## src/shared/sff_pkg.sv

```systemverilog
// Constants and types shared by the serial flash bus front end
package sff_pkg;

    // Opcodes
    localparam logic [7:0] OP_READ         = 8'h03;
    localparam logic [7:0] OP_FAST_READ    = 8'h0b;
    localparam logic [7:0] OP_DUAL_OUT     = 8'h3b;
    localparam logic [7:0] OP_DUAL_IO      = 8'hbb;
    localparam logic [7:0] OP_QUAD_IO      = 8'heb;

    // Phase lengths in serial clocks
    localparam logic [4:0] CMD_CLKS        = 5'h08;
    localparam logic [4:0] ADDR_CLKS_X1    = 5'h18;
    localparam logic [4:0] ADDR_CLKS_X2    = 5'h0c;
    localparam logic [4:0] ADDR_CLKS_X4    = 5'h06;
    localparam logic [4:0] DUMMY_FAST      = 5'h08;
    localparam logic [4:0] DUMMY_DUAL_IO   = 5'h04;
    localparam logic [4:0] DUMMY_QUAD_IO   = 5'h06;
    localparam logic [4:0] DUMMY_NONE      = 5'h00;

    // Output bit counter start per lane width
    localparam logic [2:0] OCNT_X1         = 3'h7;
    localparam logic [2:0] OCNT_X2         = 3'h3;
    localparam logic [2:0] OCNT_X4         = 3'h1;

    // Address field layout
    localparam int ADDR_W       = 24;
    localparam int SECTOR_LSB   = 12;
    localparam int HALF_LSB     = 15;
    localparam int BLOCK_LSB    = 16;
    localparam int RANGE_LSB    = 22;
    localparam int SECTOR_W     = RANGE_LSB - SECTOR_LSB;
    localparam int HALF_W       = RANGE_LSB - HALF_LSB;
    localparam int BLOCK_W      = RANGE_LSB - BLOCK_LSB;

    // Reset values
    localparam logic [ADDR_W-1:0] ADDR_RST = 24'h000000;
    localparam logic [7:0]        BYTE_RST = 8'h00;

    typedef enum logic [2:0] {
        ST_IDLE  = 3'b000,
        ST_CMD   = 3'b001,
        ST_ADDR  = 3'b010,
        ST_DUMMY = 3'b011,
        ST_DATA  = 3'b100,
        ST_RX    = 3'b101
    } sff_state_t;

    typedef enum logic [2:0] {
        LANES_1 = 3'b001,
        LANES_2 = 3'b010,
        LANES_4 = 3'b100
    } sff_lanes_t;

endpackage

```

## src/shared/sff_pin_if.sv

```systemverilog
// Sampled serial pin events passed from the pin sampler to the engine
`timescale 1ns/10ps
interface sff_pin_if;
    logic       sel;
    logic       rise;
    logic       fall;
    logic [3:0] din;

    modport sampler (output sel, output rise, output fall, output din);
    modport engine  (input sel, input rise, input fall, input din);
endinterface

```

## src/verilog/sff_front_end.sv

```systemverilog
// Serial flash bus front end: opcode, address, dummy and read data phases
//
// Operation
// - Link is clock, active-low select, data into device, data out.
// - Device works with host clock mode 0 or mode 3.
// - Input data captured on every rising serial clock edge.
// - Output data changes only on falling serial clock edges in the data phase.
// - Opcodes 3Bh and BBh transfer over two lines.
// - In dual transfers input and output pins are both bidirectional lines.
// - Dual output read drives data on both input and output pins.
// - Single-line reads 03h and 0Bh drive only the output pin.
// - Opcode EBh transfers address and data over four lines.
// - Sectors are 4 KB aligned; sector 15 is 00F000h to 00FFFFh.
// - Sector 1023 spans 3FF000h to 3FFFFFh; indices are upper address bits.
// - In four-line transfers protect and hold pins are lines two, three.
`timescale 1ns/10ps
module sff_front_end
    import sff_pkg::*;
(
    input  wire logic                clock_i,
    input  wire logic                sys_rst_i,
    input  wire logic                sclk_i,
    input  wire logic                cs_n_i,
    input  wire logic                io_line_zero_i,
    output logic                     io_line_zero_o,
    output logic                     io_line_zero_oe_o,
    input  wire logic                io_line_one_i,
    output logic                     io_line_one_o,
    output logic                     io_line_one_oe_o,
    input  wire logic                io_line_two_i,
    output logic                     io_line_two_o,
    output logic                     io_line_two_oe_o,
    input  wire logic                io_line_three_i,
    output logic                     io_line_three_o,
    output logic                     io_line_three_oe_o,
    output logic [7:0]               cmd_o,
    output logic                     cmd_valid_o,
    output logic [7:0]               rx_byte_o,
    output logic                     rx_valid_o,
    output logic                     addr_valid_o,
    output logic [sff_pkg::ADDR_W-1:0]   rd_addr_o,
    output logic                     rd_strobe_o,
    input  wire logic [7:0]          rd_data_i,
    output logic [sff_pkg::SECTOR_W-1:0] sector_o,
    output logic [sff_pkg::HALF_W-1:0]   half_block_o,
    output logic [sff_pkg::BLOCK_W-1:0]  block_o,
    output logic                     in_low_range_o
);
    import sff_pkg::*;

    sff_pin_if pin ();

    sff_pin_sampler sff_pin_sampler_i (
        .clock_i   (clock_i),
        .sys_rst_i (sys_rst_i),
        .sclk_i    (sclk_i),
        .cs_n_i    (cs_n_i),
        .din_i     ({io_line_three_i, io_line_two_i, io_line_one_i, io_line_zero_i}),
        .pin       (pin.sampler)
    );

    ////////////////////////////////////////////////////////////////////////
    // State

    sff_state_t          state_q;
    sff_state_t          state_d;
    logic [4:0]          cnt_q;
    logic [4:0]          cnt_d;
    logic [23:0]         sh_q;
    sff_lanes_t          lanes_q;
    sff_lanes_t          lanes_d;
    sff_lanes_t          data_lanes_q;
    sff_lanes_t          data_lanes_d;
    logic [4:0]          dummy_q;
    logic [4:0]          dummy_d;
    logic [ADDR_W-1:0]   addr_q;
    logic [7:0]          tx_q;
    logic [2:0]          ocnt_q;

    ////////////////////////////////////////////////////////////////////////
    // Decode

    logic [23:0] sh_nx;
    logic [7:0]  op_nx;
    logic [4:0]  addr_clks;
    logic        last_cmd;
    logic        last_addr;
    logic        last_dummy;
    logic        last_rx;
    logic        is_read;
    logic        cmd_done;
    logic        addr_done;
    logic        rx_done;
    logic        in_data;
    logic        byte_start;
    logic [7:0]  src;

    // MSB first; lane 3 holds the highest bit of each four-line group, lane 1 of each two-line group
    assign sh_nx = (lanes_q == LANES_4) ? {sh_q[19:0], pin.din} :
                   (lanes_q == LANES_2) ? {sh_q[21:0], pin.din[1:0]} :
                                          {sh_q[22:0], pin.din[0]};
    assign op_nx     = sh_nx[7:0];
    assign addr_clks = (lanes_q == LANES_4) ? ADDR_CLKS_X4 :
                       (lanes_q == LANES_2) ? ADDR_CLKS_X2 : ADDR_CLKS_X1;
    assign last_cmd   = cnt_q == CMD_CLKS - 5'h01;
    assign last_rx    = cnt_q == CMD_CLKS - 5'h01;
    assign last_addr  = cnt_q == addr_clks - 5'h01;
    assign last_dummy = cnt_q == dummy_q - 5'h01;
    assign is_read    = (op_nx == OP_READ) || (op_nx == OP_FAST_READ) ||
                        (op_nx == OP_DUAL_OUT) || (op_nx == OP_DUAL_IO) ||
                        (op_nx == OP_QUAD_IO);
    assign cmd_done   = pin.rise && (state_q == ST_CMD) && last_cmd;
    assign addr_done  = pin.rise && (state_q == ST_ADDR) && last_addr;
    assign rx_done    = pin.rise && (state_q == ST_RX) && last_rx;
    assign in_data    = pin.fall && (state_q == ST_DATA);
    assign byte_start = ocnt_q == 3'h0;
    assign src        = byte_start ? rd_data_i : tx_q;

    // Opcode selects lane widths and dummy length
    always_comb begin
        lanes_d      = LANES_1;
        data_lanes_d = LANES_1;
        dummy_d      = DUMMY_NONE;
        unique case (op_nx)
            OP_FAST_READ: begin
                dummy_d = DUMMY_FAST;
            end
            OP_DUAL_OUT: begin
                dummy_d      = DUMMY_FAST;
                data_lanes_d = LANES_2;
            end
            OP_DUAL_IO: begin
                lanes_d      = LANES_2;
                data_lanes_d = LANES_2;
                dummy_d      = DUMMY_DUAL_IO;
            end
            OP_QUAD_IO: begin
                lanes_d      = LANES_4;
                data_lanes_d = LANES_4;
                dummy_d      = DUMMY_QUAD_IO;
            end
            default: begin
                lanes_d      = LANES_1;
            end
        endcase
    end

    // Phase sequencing on rising serial clock edges
    always_comb begin
        state_d = state_q;
        cnt_d   = cnt_q;
        if (!pin.sel) begin
            state_d = ST_IDLE;
            cnt_d   = 5'h00;
        end else begin
            unique case (state_q)
                ST_IDLE: begin
                    state_d = ST_CMD;
                end
                ST_CMD: begin
                    if (pin.rise) begin
                        cnt_d = last_cmd ? 5'h00 : cnt_q + 5'h01;
                        if (last_cmd) begin
                            state_d = is_read ? ST_ADDR : ST_RX;
                        end
                    end
                end
                ST_RX: begin
                    if (pin.rise) begin
                        cnt_d = last_rx ? 5'h00 : cnt_q + 5'h01;
                    end
                end
                ST_ADDR: begin
                    if (pin.rise) begin
                        cnt_d = last_addr ? 5'h00 : cnt_q + 5'h01;
                        if (last_addr) begin
                            state_d = (dummy_q == DUMMY_NONE) ? ST_DATA : ST_DUMMY;
                        end
                    end
                end
                ST_DUMMY: begin
                    if (pin.rise) begin
                        cnt_d = last_dummy ? 5'h00 : cnt_q + 5'h01;
                        if (last_dummy) begin
                            state_d = ST_DATA;
                        end
                    end
                end
                ST_DATA: begin
                    state_d = ST_DATA;
                end
                default: begin
                    state_d = ST_IDLE;
                end
            endcase
        end
    end

    always_ff @(posedge clock_i) begin
        if (sys_rst_i) begin
            state_q <= ST_IDLE;
            cnt_q   <= 5'h00;
        end else begin
            state_q <= state_d;
            cnt_q   <= cnt_d;
        end
    end

    always_ff @(posedge clock_i) begin
        if (sys_rst_i || !pin.sel) begin
            sh_q <= 24'h000000;
        end else if (pin.rise) begin
            sh_q <= sh_nx;
        end
    end

    always_ff @(posedge clock_i) begin
        if (sys_rst_i || !pin.sel) begin
            lanes_q      <= LANES_1;
            data_lanes_q <= LANES_1;
            dummy_q      <= DUMMY_NONE;
        end else if (cmd_done) begin
            lanes_q      <= lanes_d;
            data_lanes_q <= data_lanes_d;
            dummy_q      <= dummy_d;
        end
    end

    ////////////////////////////////////////////////////////////////////////
    // Received fields

    always_ff @(posedge clock_i) begin
        if (sys_rst_i) begin
            cmd_o       <= BYTE_RST;
            cmd_valid_o <= 1'b0;
            rx_byte_o   <= BYTE_RST;
            rx_valid_o  <= 1'b0;
        end else begin
            cmd_valid_o <= cmd_done;
            rx_valid_o  <= rx_done;
            if (cmd_done) begin
                cmd_o <= op_nx;
            end
            if (rx_done) begin
                rx_byte_o <= sh_nx[7:0];
            end
        end
    end

    // Sector, half block and block are upper address bits
    always_ff @(posedge clock_i) begin
        if (sys_rst_i) begin
            addr_valid_o   <= 1'b0;
            sector_o       <= '0;
            half_block_o   <= '0;
            block_o        <= '0;
            in_low_range_o <= 1'b0;
        end else begin
            addr_valid_o <= addr_done;
            if (addr_done) begin
                sector_o       <= sh_nx[RANGE_LSB-1:SECTOR_LSB];
                half_block_o   <= sh_nx[RANGE_LSB-1:HALF_LSB];
                block_o        <= sh_nx[RANGE_LSB-1:BLOCK_LSB];
                in_low_range_o <= sh_nx[ADDR_W-1:RANGE_LSB] == 2'b00;
            end
        end
    end

    ////////////////////////////////////////////////////////////////////////
    // Read data out on falling edges

    always_ff @(posedge clock_i) begin
        if (sys_rst_i) begin
            addr_q      <= ADDR_RST;
            rd_strobe_o <= 1'b0;
        end else begin
            rd_strobe_o <= in_data && byte_start;
            if (addr_done) begin
                addr_q <= sh_nx;
            end else if (in_data && byte_start) begin
                addr_q <= addr_q + 24'h000001;
            end
        end
    end

    assign rd_addr_o = addr_q;

    always_ff @(posedge clock_i) begin
        if (sys_rst_i || !pin.sel) begin
            tx_q   <= BYTE_RST;
            ocnt_q <= 3'h0;
        end else if (in_data) begin
            unique case (data_lanes_q)
                LANES_4: begin
                    tx_q   <= {src[3:0], 4'h0};
                    ocnt_q <= byte_start ? OCNT_X4 : ocnt_q - 3'h1;
                end
                LANES_2: begin
                    tx_q   <= {src[5:0], 2'b00};
                    ocnt_q <= byte_start ? OCNT_X2 : ocnt_q - 3'h1;
                end
                default: begin
                    tx_q   <= {src[6:0], 1'b0};
                    ocnt_q <= byte_start ? OCNT_X1 : ocnt_q - 3'h1;
                end
            endcase
        end
    end

    always_ff @(posedge clock_i) begin
        if (sys_rst_i) begin
            io_line_zero_o  <= 1'b0;
            io_line_one_o   <= 1'b0;
            io_line_two_o   <= 1'b0;
            io_line_three_o <= 1'b0;
        end else if (in_data) begin
            io_line_three_o <= src[7];
            io_line_two_o   <= src[6];
            io_line_one_o   <= (data_lanes_q == LANES_4) ? src[5] : src[7];
            io_line_zero_o  <= (data_lanes_q == LANES_4) ? src[4] : src[6];
        end
    end

    always_ff @(posedge clock_i) begin
        if (sys_rst_i || !pin.sel) begin
            io_line_zero_oe_o  <= 1'b0;
            io_line_one_oe_o   <= 1'b0;
            io_line_two_oe_o   <= 1'b0;
            io_line_three_oe_o <= 1'b0;
        end else if (in_data) begin
            io_line_one_oe_o   <= 1'b1;
            io_line_zero_oe_o  <= data_lanes_q != LANES_1;
            io_line_two_oe_o   <= data_lanes_q == LANES_4;
            io_line_three_oe_o <= data_lanes_q == LANES_4;
        end
    end

    ////////////////////////////////////////////////////////////////////////
    // Checks

    property p_float_deselected;
        @(posedge clock_i) disable iff (sys_rst_i)
        !pin.sel |=> !io_line_zero_oe_o && !io_line_one_oe_o &&
                     !io_line_two_oe_o && !io_line_three_oe_o;
    endproperty
    a_float_deselected: assert property (p_float_deselected)
        else $error("data pin driven while deselected");

    property p_change_on_fall;
        @(posedge clock_i) disable iff (sys_rst_i)
        $changed(io_line_one_o) |-> $past(pin.fall);
    endproperty
    a_change_on_fall: assert property (p_change_on_fall)
        else $error("output changed without a falling clock edge");

    property p_single_line;
        @(posedge clock_i) disable iff (sys_rst_i)
        io_line_one_oe_o && (data_lanes_q == LANES_1) |->
            !io_line_zero_oe_o && !io_line_two_oe_o && !io_line_three_oe_o;
    endproperty
    a_single_line: assert property (p_single_line)
        else $error("extra line driven in single transfer");

    property p_dual_both;
        @(posedge clock_i) disable iff (sys_rst_i)
        io_line_one_oe_o && (data_lanes_q == LANES_2) |->
            io_line_zero_oe_o && !io_line_three_oe_o;
    endproperty
    a_dual_both: assert property (p_dual_both)
        else $error("dual read not driving both lines");

    property p_quad_four;
        @(posedge clock_i) disable iff (sys_rst_i)
        io_line_three_oe_o |-> io_line_two_oe_o && io_line_one_oe_o &&
                               io_line_zero_oe_o && (cmd_o == OP_QUAD_IO);
    endproperty
    a_quad_four: assert property (p_quad_four)
        else $error("four-line drive outside quad read");

    property p_dual_opcode;
        @(posedge clock_i) disable iff (sys_rst_i)
        cmd_valid_o && ((cmd_o == OP_DUAL_OUT) || (cmd_o == OP_DUAL_IO)) |->
            data_lanes_q == LANES_2;
    endproperty
    a_dual_opcode: assert property (p_dual_opcode)
        else $error("dual opcode without two-line data");

    property p_index_nesting;
        @(posedge clock_i) disable iff (sys_rst_i)
        addr_valid_o |-> (sector_o[SECTOR_W-1:3] == half_block_o) &&
                         (sector_o[SECTOR_W-1:4] == block_o);
    endproperty
    a_index_nesting: assert property (p_index_nesting)
        else $error("sector and block indices disagree");

    property p_cmd_after_rise;
        @(posedge clock_i) disable iff (sys_rst_i)
        cmd_valid_o |-> $past(pin.rise) && $past(pin.sel);
    endproperty
    a_cmd_after_rise: assert property (p_cmd_after_rise)
        else $error("opcode taken without a rising clock edge");

    property p_idle_on_deselect;
        @(posedge clock_i) disable iff (sys_rst_i)
        !pin.sel |=> state_q == ST_IDLE;
    endproperty
    a_idle_on_deselect: assert property (p_idle_on_deselect)
        else $error("frame not ended by deselect");

endmodule

```

## src/verilog/sff_pin_sampler.sv

```systemverilog
// Samples serial clock, select and data lines and marks clock edges
`timescale 1ns/10ps
module sff_pin_sampler
    import sff_pkg::*;
(
    input  wire logic       clock_i,
    input  wire logic       sys_rst_i,
    input  wire logic       sclk_i,
    input  wire logic       cs_n_i,
    input  wire logic [3:0] din_i,
    sff_pin_if.sampler      pin
);
    import sff_pkg::*;

    logic       sclk_q;
    logic       sclk_prev_q;
    logic       cs_n_q;
    logic [3:0] din_q;

    always_ff @(posedge clock_i) begin
        if (sys_rst_i) begin
            sclk_q      <= sclk_i;
            sclk_prev_q <= sclk_i;
            cs_n_q      <= 1'b1;
            din_q       <= 4'h0;
        end else begin
            sclk_q      <= sclk_i;
            sclk_prev_q <= sclk_q;
            cs_n_q      <= cs_n_i;
            din_q       <= din_i;
        end
    end

    // Edges count only inside a frame; idle level of either mode gives none
    assign pin.sel  = ~cs_n_q;
    assign pin.rise = pin.sel & sclk_q & ~sclk_prev_q;
    assign pin.fall = pin.sel & ~sclk_q & sclk_prev_q;
    assign pin.din  = din_q;

    ////////////////////////////////////////////////////////////////////////
    // Checks

    property p_no_edge_deselected;
        @(posedge clock_i) disable iff (sys_rst_i)
        pin.rise || pin.fall |-> !$past(cs_n_i) && ($past(sclk_i) != $past(sclk_i, 2));
    endproperty
    a_no_edge_deselected: assert property (p_no_edge_deselected)
        else $error("clock edge flagged without a pin edge inside a frame");

endmodule

```

## config.mk

```make
export PLATFORM = sky130hd
export DESIGN_NAME = sff_front_end
export DESIGN_NICKNAME = d
export VERILOG_FILES = /design/src/shared/sff_pkg.sv /design/src/shared/sff_pin_if.sv /design/src/verilog/sff_front_end.sv /design/src/verilog/sff_pin_sampler.sv
export SDC_FILE = /design/constraint.sdc
export NUM_CORES = 1
export LEC_CHECK = 0
export BUFFER_PORTS_ARGS = -buffer_cell sky130_fd_sc_hd__buf_2
export CAP_MARGIN = 5
export CORE_MARGIN = 2
export CORE_UTILIZATION = 51
export DETAILED_ROUTE_END_ITERATION = 12
export PLACE_DENSITY_LB_ADDON = 0.08
export SLEW_MARGIN = 20
export SYNTH_ARGS = -nofsm -noshare
export SYNTH_HDL_FRONTEND = slang
export SYNTH_HIERARCHICAL = 1
export SYNTH_SLANG_ARGS = --single-unit
export TNS_END_PERCENT = 30
```

## constraint.sdc

```tcl
create_clock -name clock_i -period 2.35 [get_ports clock_i]
set_input_delay 0.1175 -clock clock_i [delete_from_list [all_inputs] [get_ports clock_i]]
set_output_delay 0.1175 -clock clock_i [all_outputs]
set_load 0.03 [all_outputs]
```

* Yosys cells after proc, flatten, opt, wreduce, memory -nomap -nowiden
Cells that the tools add are included.
Widths: inputs -> output; s select.
** Cells by class
- Reductions and logical operators :: 25
- Shift operators :: 0
- Divide/modulo/power cells :: 0
- Bitwise gates (word level) :: 8
- Equality and inequality tests :: 25
- $lt $le $gt $ge :: 0
- $add $sub $neg :: 5
- Mux-type cells :: 34
- $mul :: 0
** Operators with widths (number)
- $mux 24 :: 4
- $mux 5 :: 8
- $mux 3 :: 11
- $add 24x1->24 const B :: 1
- $pmux 3 s2 :: 3
- $pmux 3 s6 :: 1
- $eq 8x8->1 const B :: 2
- $pmux 8 s2 :: 1
- $pmux 5 s3 :: 1
- $eq 3x2->1 const B :: 4
- $eq 3x3->1 const B :: 4
- $ne 2x2->1 const B :: 6
- $pmux 4 s3 :: 1
- $eq 5x5->1 :: 2
- $sub 5x1->5 const B :: 2
- $eq 8x2->1 const B :: 1
- $eq 8x4->1 const B :: 1
- $eq 8x6->1 const B :: 1
- $logic_and 1x1->1 :: 8
- $mux 8 :: 1
- $reduce_or 2->1 :: 4
- $reduce_and 7->1 :: 1
- $logic_not 3->1 :: 2
- $add 5x1->5 const B :: 1
- other kinds (14) :: 26
** Storage, ports and cells
- Memories :: 0
- RAM bits :: 0
- ROM bits :: 0
- Input bits :: 16
- Word-level logic and storage cells :: 127
- Output and inout port bits :: 76
- Bits in latches :: 0
- Register bits :: 135

* Logic depth before layout (Yosys ltp)
Gate-level depths: netlist of the first run.
- Word-level depth :: 12
- Gate-level depth with buffers :: 11
- Depth with buffers taken out :: 9

* Cells and area by module
Netlist of the first run, hierarchy kept.
** Modules (own cells, without submodules)
- sff_front_end :: sequential area each 2202.1 sq um, area an instance 5686.7 sq um, instances 1, cells an instance 704
- sff_pin_sampler :: sequential area each 140.1 sq um, area an instance 215.2 sq um, instances 1, cells an instance 16

* Worst setup path after synthesis of the first run
No wires, ideal clock.
- Kind :: reg-to-reg
- Start :: reg lanes_q[2]
- End :: reg addr_q[12] (netlist: rd_addr_o[12])
- Data required time :: 2.213 ns
- Clock period less this slack :: 2.329 ns
- Arrival time :: 2.192 ns
- Library setup time :: 0.137 ns
- Cell stages (with the launch flop) :: 10
- Path buffers :: 3
- Setup slack :: 0.021 ns
- Cells stage by stage :: dfxtp_1 -> buf_4 -> or3b_1 -> a211o_1 -> a32o_2 -> or4_4 -> buf_6 -> buf_6 -> nor2_1 -> a211oi_2
** On the way
- Cells in the longest elaborated chain, start to end :: 7
- Elaborated cells between the ends (all ways) :: 11
- Classes of those cells :: add/sub (1); eq/ne (3); mux (5); reduce/logical (2)
** RTL lines
- from (decl) :: RTL line sff_front_end.sv:70 : sff_lanes_t lanes_q;
- from (signal assigned) :: RTL line sff_front_end.sv:223 : lanes_q <= lanes_d;
- $eq 3x2->1 :: RTL line sff_front_end.sv:100, sff_front_end.sv:104
- $mux 5 :: RTL line sff_front_end.sv:104 : (lanes_q == LANES_2) ? ADDR_CLKS_X2 : ADDR_CLKS_X1;
- $mux 5 :: RTL line sff_front_end.sv:103 : assign addr_clks = (lanes_q == LANES_4) ? ADDR_CLKS_X4 :
- $sub 5x1->5 :: RTL line sff_front_end.sv:107 : assign last_addr = cnt_q == addr_clks - 5'h01;
- $eq 5x5->1 :: RTL line sff_front_end.sv:107
- $logic_and 1x1->1 :: RTL line sff_front_end.sv:113 : assign addr_done = pin.rise && (state_q == ST_ADDR) && last_addr;
- $mux 24 / $reduce_bool 2->1 (equally long branches)
- to (signal assigned) :: RTL line sff_front_end.sv:279 : addr_q <= sh_nx;
- to (signal assigned) :: RTL line sff_front_end.sv:281 : addr_q <= addr_q + 24'h000001;
- to (decl) :: RTL line sff_front_end.sv:76 : logic [ADDR_W-1:0] addr_q;
Several ways; a longest one is shown, not always the timed one.
A chain may end at the register's enable or synchronous reset.

* Final worst setup path of the first run
- Start :: reg lanes_q[1]
- End :: reg addr_q[18] (netlist: rd_addr_o[18])
Same word-level chain as after synthesis.

==> reports/summary.txt, run 1 <==
Syn Nets: 742
max-cap violations: 0
Pleak: 2.97 nW
Wirelength per Cell: 16.5 um
Die Ht: 112 um
Global Route Usage Sum: 26.4%
DRT iter0 DRCs: 408
total routed wirelength: 16400 um
sequential-to-total area share from yosys stat: 39.7%
startpoint types: flop
CORE AREA: 11400 um^2
Pins Over Slew Limit: 0
H-tree Lvls: 4
CP Capture Type: flop
sum of negative setup slack: -0.212 ns
prevailing post-synth register cell: dfxtp_1
drt drc: 0
first-pass GRT wire length: 26300 um
Critical Path RT: 2.61 ns
net switching power: 1.00 mW
leading area contributor after synthesis: dfxtp_1
die width: 112 um
Synth top cells by count: dfxtp_1 (117), nor2_1 (101), nand2_1 (94)
Mapped Cells: 720
Final Hold Viols: 0
nets@finish: 864
endpoints failing setup: 13
Sink Count: 117
vias in the first global route: 5374
hpwl dp: 11300 um
hold crit path type: primary input to flop
Netlist Area Pre-Place: 5900 um^2
Final period util: 102%
worst relative slew slack: 52.7%
failing checks: setup timing
unrepaired setup endpoints after global routing: true
largest net degree at the start of global routing: 66
#FFs+latches synth: 117
critical path class: flop to flop
CP cell instances: or3b_1, a211o_1, a32o_2, or4_4, buf_12, o311ai_2, a31oi_1
Hold Slack: 0.0886 ns
TritonCTS clock tree: yes
Via-to-Cell Ratio: 5.66
Clock Latency Late Sink: 0.42 ns
Clock Path Buffers: 2
Synth-to-Final Area Change: 29.1%
Achievable Freq: 418 MHz
post-layout minimum cycle time: 2.39 ns
initial core utilization: 51.9%
total grt overflow: 0
Synth area leaders: dfxtp_1 (40%), mux2i_1 (8.1%), nor2_1 (6.4%)
Critical Path AT: 2.66 ns
Root Buffer: clkbuf_16
switch share: 21.0%
YS warnings: 6
Flop pwr share: 42.0%
Routed Antenna Nets: 0
Pre-antenna DRT Iters: 5
# diodes: 0
share of layout cells above drive strength 1: 27.6%
synthesized area per cell: 8.20 um^2
IO Count: 92
Finished Core Util: 67.0%
clock power share: 55.5%
Vias: 5645
antenna violations before repair: 0
Pint: 3.76 mW
Max Fanout on Critical Path: 5
Post-synth ARST share: 0%
total CTS buffers: 17
Max Clock Skew: 0.00708 ns
Comb pwr share: 2.5%
CP max stage cell: or4_4
most frequent cell after synthesis: dfxtp_1
status: finished with violations
setup ws final: -0.0416 ns
Std-Cell Rows: 39
Worst path max stage delay: 0.61 ns
synth unique cells: 66
post-synth top area share: 39.7%
IR drop worst, VDD: 0.000656 V
IO buf count: 91
Placement Setup Slack: -0.0620 ns
Worst-Margin Slew: 0.709 ns
number of flops mapped to enable cells by yosys: 0
clk slew on worst S/H paths: 0.06 ns
power density cells: 625 nW/um^2
die area: 12400 um^2
GP Congestion: 0.883
-- path summary, 6_finish.rpt --
path              startpoint         endpoint  slack (ns)  cells past startpoint
setup / recovery  lanes_q[1]    rd_addr_o[18]       -0.04                      7
hold / removal     sys_rst_i  data_lanes_q[0]        0.09                      3
setup reg to reg  lanes_q[1]    rd_addr_o[18]       -0.04                      7
hold reg to reg     cmd_o[2]         cmd_o[2]        0.46                      2
-- metrics by stage --
step	area [um^2]	instances	total power [mW]
6_report	7620	998	4.76
3_3_place_gp	6690	953	2.14
3_5_place_dp	6690	953	2.15
4_1_cts	7380	992	4.80
2_1_floorplan	5900	720	2.11
5_1_grt	7620	998	4.91
-- final cells by class --
| class | count | area (um^2) |
|---|---|---|
| well taps | 143 | 179 |
| clock buffers | 20 | 457 |
| flip-flops and latches | 117 | 2350 |
| inverters | 13 | 48.8 |
| multi-input cells | 532 | 3370 |
| clock inverters | 12 | 153 |
| fillers | 932 | 3750 |
| repair buffers | 161 | 1070 |
-- placed cells by master (no fill, tap or decap), drive strengths merged, types with 8 or more instances in the layout --
master	n
xnor2	10
nand3	17
a211oi	14
a21oi	53
nor2	102
inv	14
a31oi	9
dfxtp	117
xor2	8
nand4	10
nor3	14
mux2i	48
clkbuf	23
nand2	94
buf	151
o21ai	42
-- worst max-delay path: cells and delay by family, from the launching register on --
kind | cells | cell delay (ns)
flip-flops | 1 | 0.36
AO/OA/AOI/OAI | 4 | 0.74
buffers and inverters | 1 | 0.19
AND/OR/NAND/NOR | 2 | 0.95
-- state kept, by name, summed over array words and instances, names as in the netlist, 2 cells and up --
name and flops:
lanes_q 3, ocnt_q 3, sh_q 23, rd_addr_o 24
cmd_o 8, cnt_q 5, state_q 3, sector_o 10
data_lanes_q 2, rx_byte_o 8, dummy_q 2, sff_pin_sampler_i/pin.din 4
tx_q 7
-- repair_timing --
item                       4_1_cts  5_1_grt
gates resized for setup          3       35
pin swaps                        2       12
hold endpoints to repair         8        0
hold buffers                     7        0
gates cloned                     0        3
setup endpoints to repair        8       29
buffers inserted                 0        3
-- metal layers --
layer  wire [um]  GRT usage, %  vias up
li1            -             -     2762
met1        7220          31.1     2706
met2        8310          46.3      155
met3         674          5.82       22
met4         237          11.4        0
met5           0             0        -
-- logic make-up (layout without fill, tap and decap cells) --
logic type	Yosys count	count (layout)	synth area share, %
AOI/OAI and AO/OA	164	164	17.6
DFF	117	117	39.7
buffers and inverters	71	206	6.19
xor gates and xnor gates	18	18	2.67
and+or+nand+nor	290	290	23.2
adders and majority gates	6	6	1.27
muxes	54	54	9.35
-- power groups by stage --
stage | logic, mW | registers [mW] | clock network (mW)
global placement | 0.102 | 2.04 | 0
floorplan | 0.0662 | 2.04 | 0
global route | 0.128 | 2.00 | 2.78
CTS | 0.114 | 2.00 | 2.68
finish | 0.118 | 2.00 | 2.64
detailed placement | 0.104 | 2.04 | 0
Power figures use the tool's default switching activity.
==> run 2: changes to the inputs <==
- MAX_ROUTING_LAYER: default -> met4
==> run 2 against run 1 <==
Net effect:
- the run still ends with setup timing left
- cell count grew 0.20%
- die area stayed put
- critical path depth unchanged
- combinational power about the same
- worst hold slack got worse by 0.020 ns
- power increased by 7.1%
- clock skew increased by 0.0018 ns
- routed wire length fell by 0.70%
- via count decreased by 0.19%
==> reports/summary.txt, run 2 (synthesized netlist as in run 1, its figures left out) <==
total routed wirelength: 16300 um (-0.70%)
fin area: 7590 um^2 (-0.39%)
Worst-Margin Slew: 0.698 ns (-0.0109 ns)
worst relative slew slack: 53.5% (+0.73 points)
antenna violations before repair: 0 (unchanged)
clk slew on worst S/H paths: 0.06 ns (about the same)
hold crit path type: primary input to flop
DRT iter0 DRCs: 427 (+4.7%)
die width: 112 um (unchanged)
total CTS buffers: 17 (unchanged)
Critical Path AT: 2.62 ns (-0.04 ns)
vias in the first global route: 5431 (+1.1%)
Synth-to-Final Area Change: 28.6%
max reg flops: 24 (unchanged)
post-layout minimum cycle time: 2.35 ns (-0.0393 ns)
area taken by multi-input logic gates: 3270 um^2 (-2.9%)
startpoint types: flop
Routed Antenna Nets: 0 (unchanged)
initial core utilization: 51.9% (unchanged)
# diodes: 0 (unchanged)
register area: 2340 um^2 (-0.11%)
Clock Path Buffers: 2 (unchanged)
unrepaired setup endpoints after global routing: true
die area: 12400 um^2 (unchanged)
largest net degree at the start of global routing: 66 (unchanged)
Pleak: 3.00 nW (+1.1%)
placed instance area: 6700 um^2 (+0.22%)
endpoints failing setup: 1 (-12)
Final period util: 100% (-1.7 points)
CP Capture Type: flop
Vias: 5634 (-0.19%)
H-tree Lvls: 4 (unchanged)
WHS Path Cells: 3 (unchanged)
most frequent cells in the layout: dfxtp_1 (116), nor2_1 (100), nand2_1 (94), buf_2 (91), buf_4 (60)
Achievable Freq: 425 MHz (+1.7%)
Critical Path RT: 2.61 ns (about the same)
IO buf count: 91 (unchanged)
Die Ht: 112 um (unchanged)
fillers: 943 (+1.2%)
Final Hold Viols: 0 (unchanged)
Wirelength per Cell: 16.3 um (-0.90%)
Pre-antenna DRT Iters: 4 (-1)
hpwl dp: 11300 um (+0.57%)
Clock Latency Late Sink: 0.42 ns (about the same)
Std-Cell Rows: 39 (unchanged)
Max Clock Skew: 0.00888 ns (+0.00180 ns)
Hold Slack: 0.0691 ns (-0.0195 ns)
Max Fanout on Critical Path: 17 (+12)
Via-to-Cell Ratio: 5.63 (-0.39%)
cell depth of the worst flop-to-flop path: 7 (unchanged)
failing checks: setup timing
nets@finish: 866 (+0.23%)
TritonCTS clock tree: yes
max-cap violations: 0 (unchanged)
total grt overflow: 0 (unchanged)
IR drop worst, VDD: 0.000695 V (+6.0%)
commonest non-fill, non-tap cell in the layout: dfxtp_1
GP Congestion: 0.895 (+1.4%)
Root Buffer: clkbuf_16
drt drc: 0 (unchanged)
share of layout cells above drive strength 1: 26.3% (-1.3 points)
IO Count: 92 (unchanged)
Sink Count: 117 (unchanged)
setup ws final: -0.00236 ns (+0.0393 ns)
Pins Over Slew Limit: 0 (unchanged)
CORE AREA: 11400 um^2 (unchanged)
Global Route Usage Sum: 27.5% (+1.1 points)
status: finished with violations
first-pass GRT wire length: 26800 um (+1.9%)
power density cells: 672 nW/um^2 (+7.6%)
critical path class: flop to flop
[run 2: area by class of cell]
type / count / share of cell area [%]
clock inverter: 13 / 3.00
tap: 143 / 2.36
sequential: 117 / 30.9
clock buffer: 19 / 5.97
inverter: 13 / 0.643
timing repair buffer: 163 / 14.1
multi-input combinational: 532 / 43.1
[run 2: layer usage]
layer	track usage, %	up-vias	part of all wire, %
met2	46.7	172	50
met4	9.88	0	2.3
met3	6.42	30	4.5
met1	31.8	2663	43
met5	-	-	0
li1	-	2769	-
[run 2: path summary, 6_finish.rpt]
kind,from,endpoint,slack [ns]
worst max-delay path,lanes_q[1],rd_addr_o[18],-0.002
worst min-delay path,sys_rst_i,data_lanes_q[0],0.07
worst max register to register,lanes_q[1],rd_addr_o[18],-0.002
worst min register to register,cmd_o[6],cmd_o[6],0.45
[run 2: critical path: stages (launching register included)]
cell and delay (ns):
dfxtp_2 0.34, or3b_1 0.39, a211o_1 0.30, a32o_2 0.26
or4_4 0.46, buf_12 0.18, o311ai_0 0.10, a31oi_1 0.16
[run 2: repair_timing]
item / in CTS / in global routing
pin swaps: 3 / 6
endpoints found under the hold margin: 8 / 0
setup endpoints to repair: 5 / 34
cloned: 1 / 0
setup buffers: 4 / 1
hold buffers: 7 / 0
resized for setup: 3 / 15
[run 2: stage by stage]
| step | total power [mW] | setup TNS (ns) | util, % | instances | setup WS, ns |
|---|---|---|---|---|---|
| floorplan | 2.11 | 0 | - | 720 | 0.0205 |
| global placement | 2.14 | 0 | 58.9 | 955 | 0.0379 |
| detailed placement | 2.15 | -0.0198 | 58.9 | 955 | -0.0126 |
| CTS | 5.13 | -0.00880 | 66.2 | 999 | -0.00355 |
| global route | 5.23 | -0.578 | 66.8 | 1000 | -0.0718 |
| finish | 5.10 | -0.00236 | 66.8 | 1000 | -0.00236 |
[run 2: power breakdown]
| group | internal [mW] | switching, mW | total, mW | leakage (nW) |
|---|---|---|---|---|
| sequential | 1.99 | 0.00829 | 2.00 | 0.945 |
| combinational | 0.0502 | 0.0657 | 0.116 | 1.73 |
| clock | 2.04 | 0.946 | 2.98 | 0.329 |
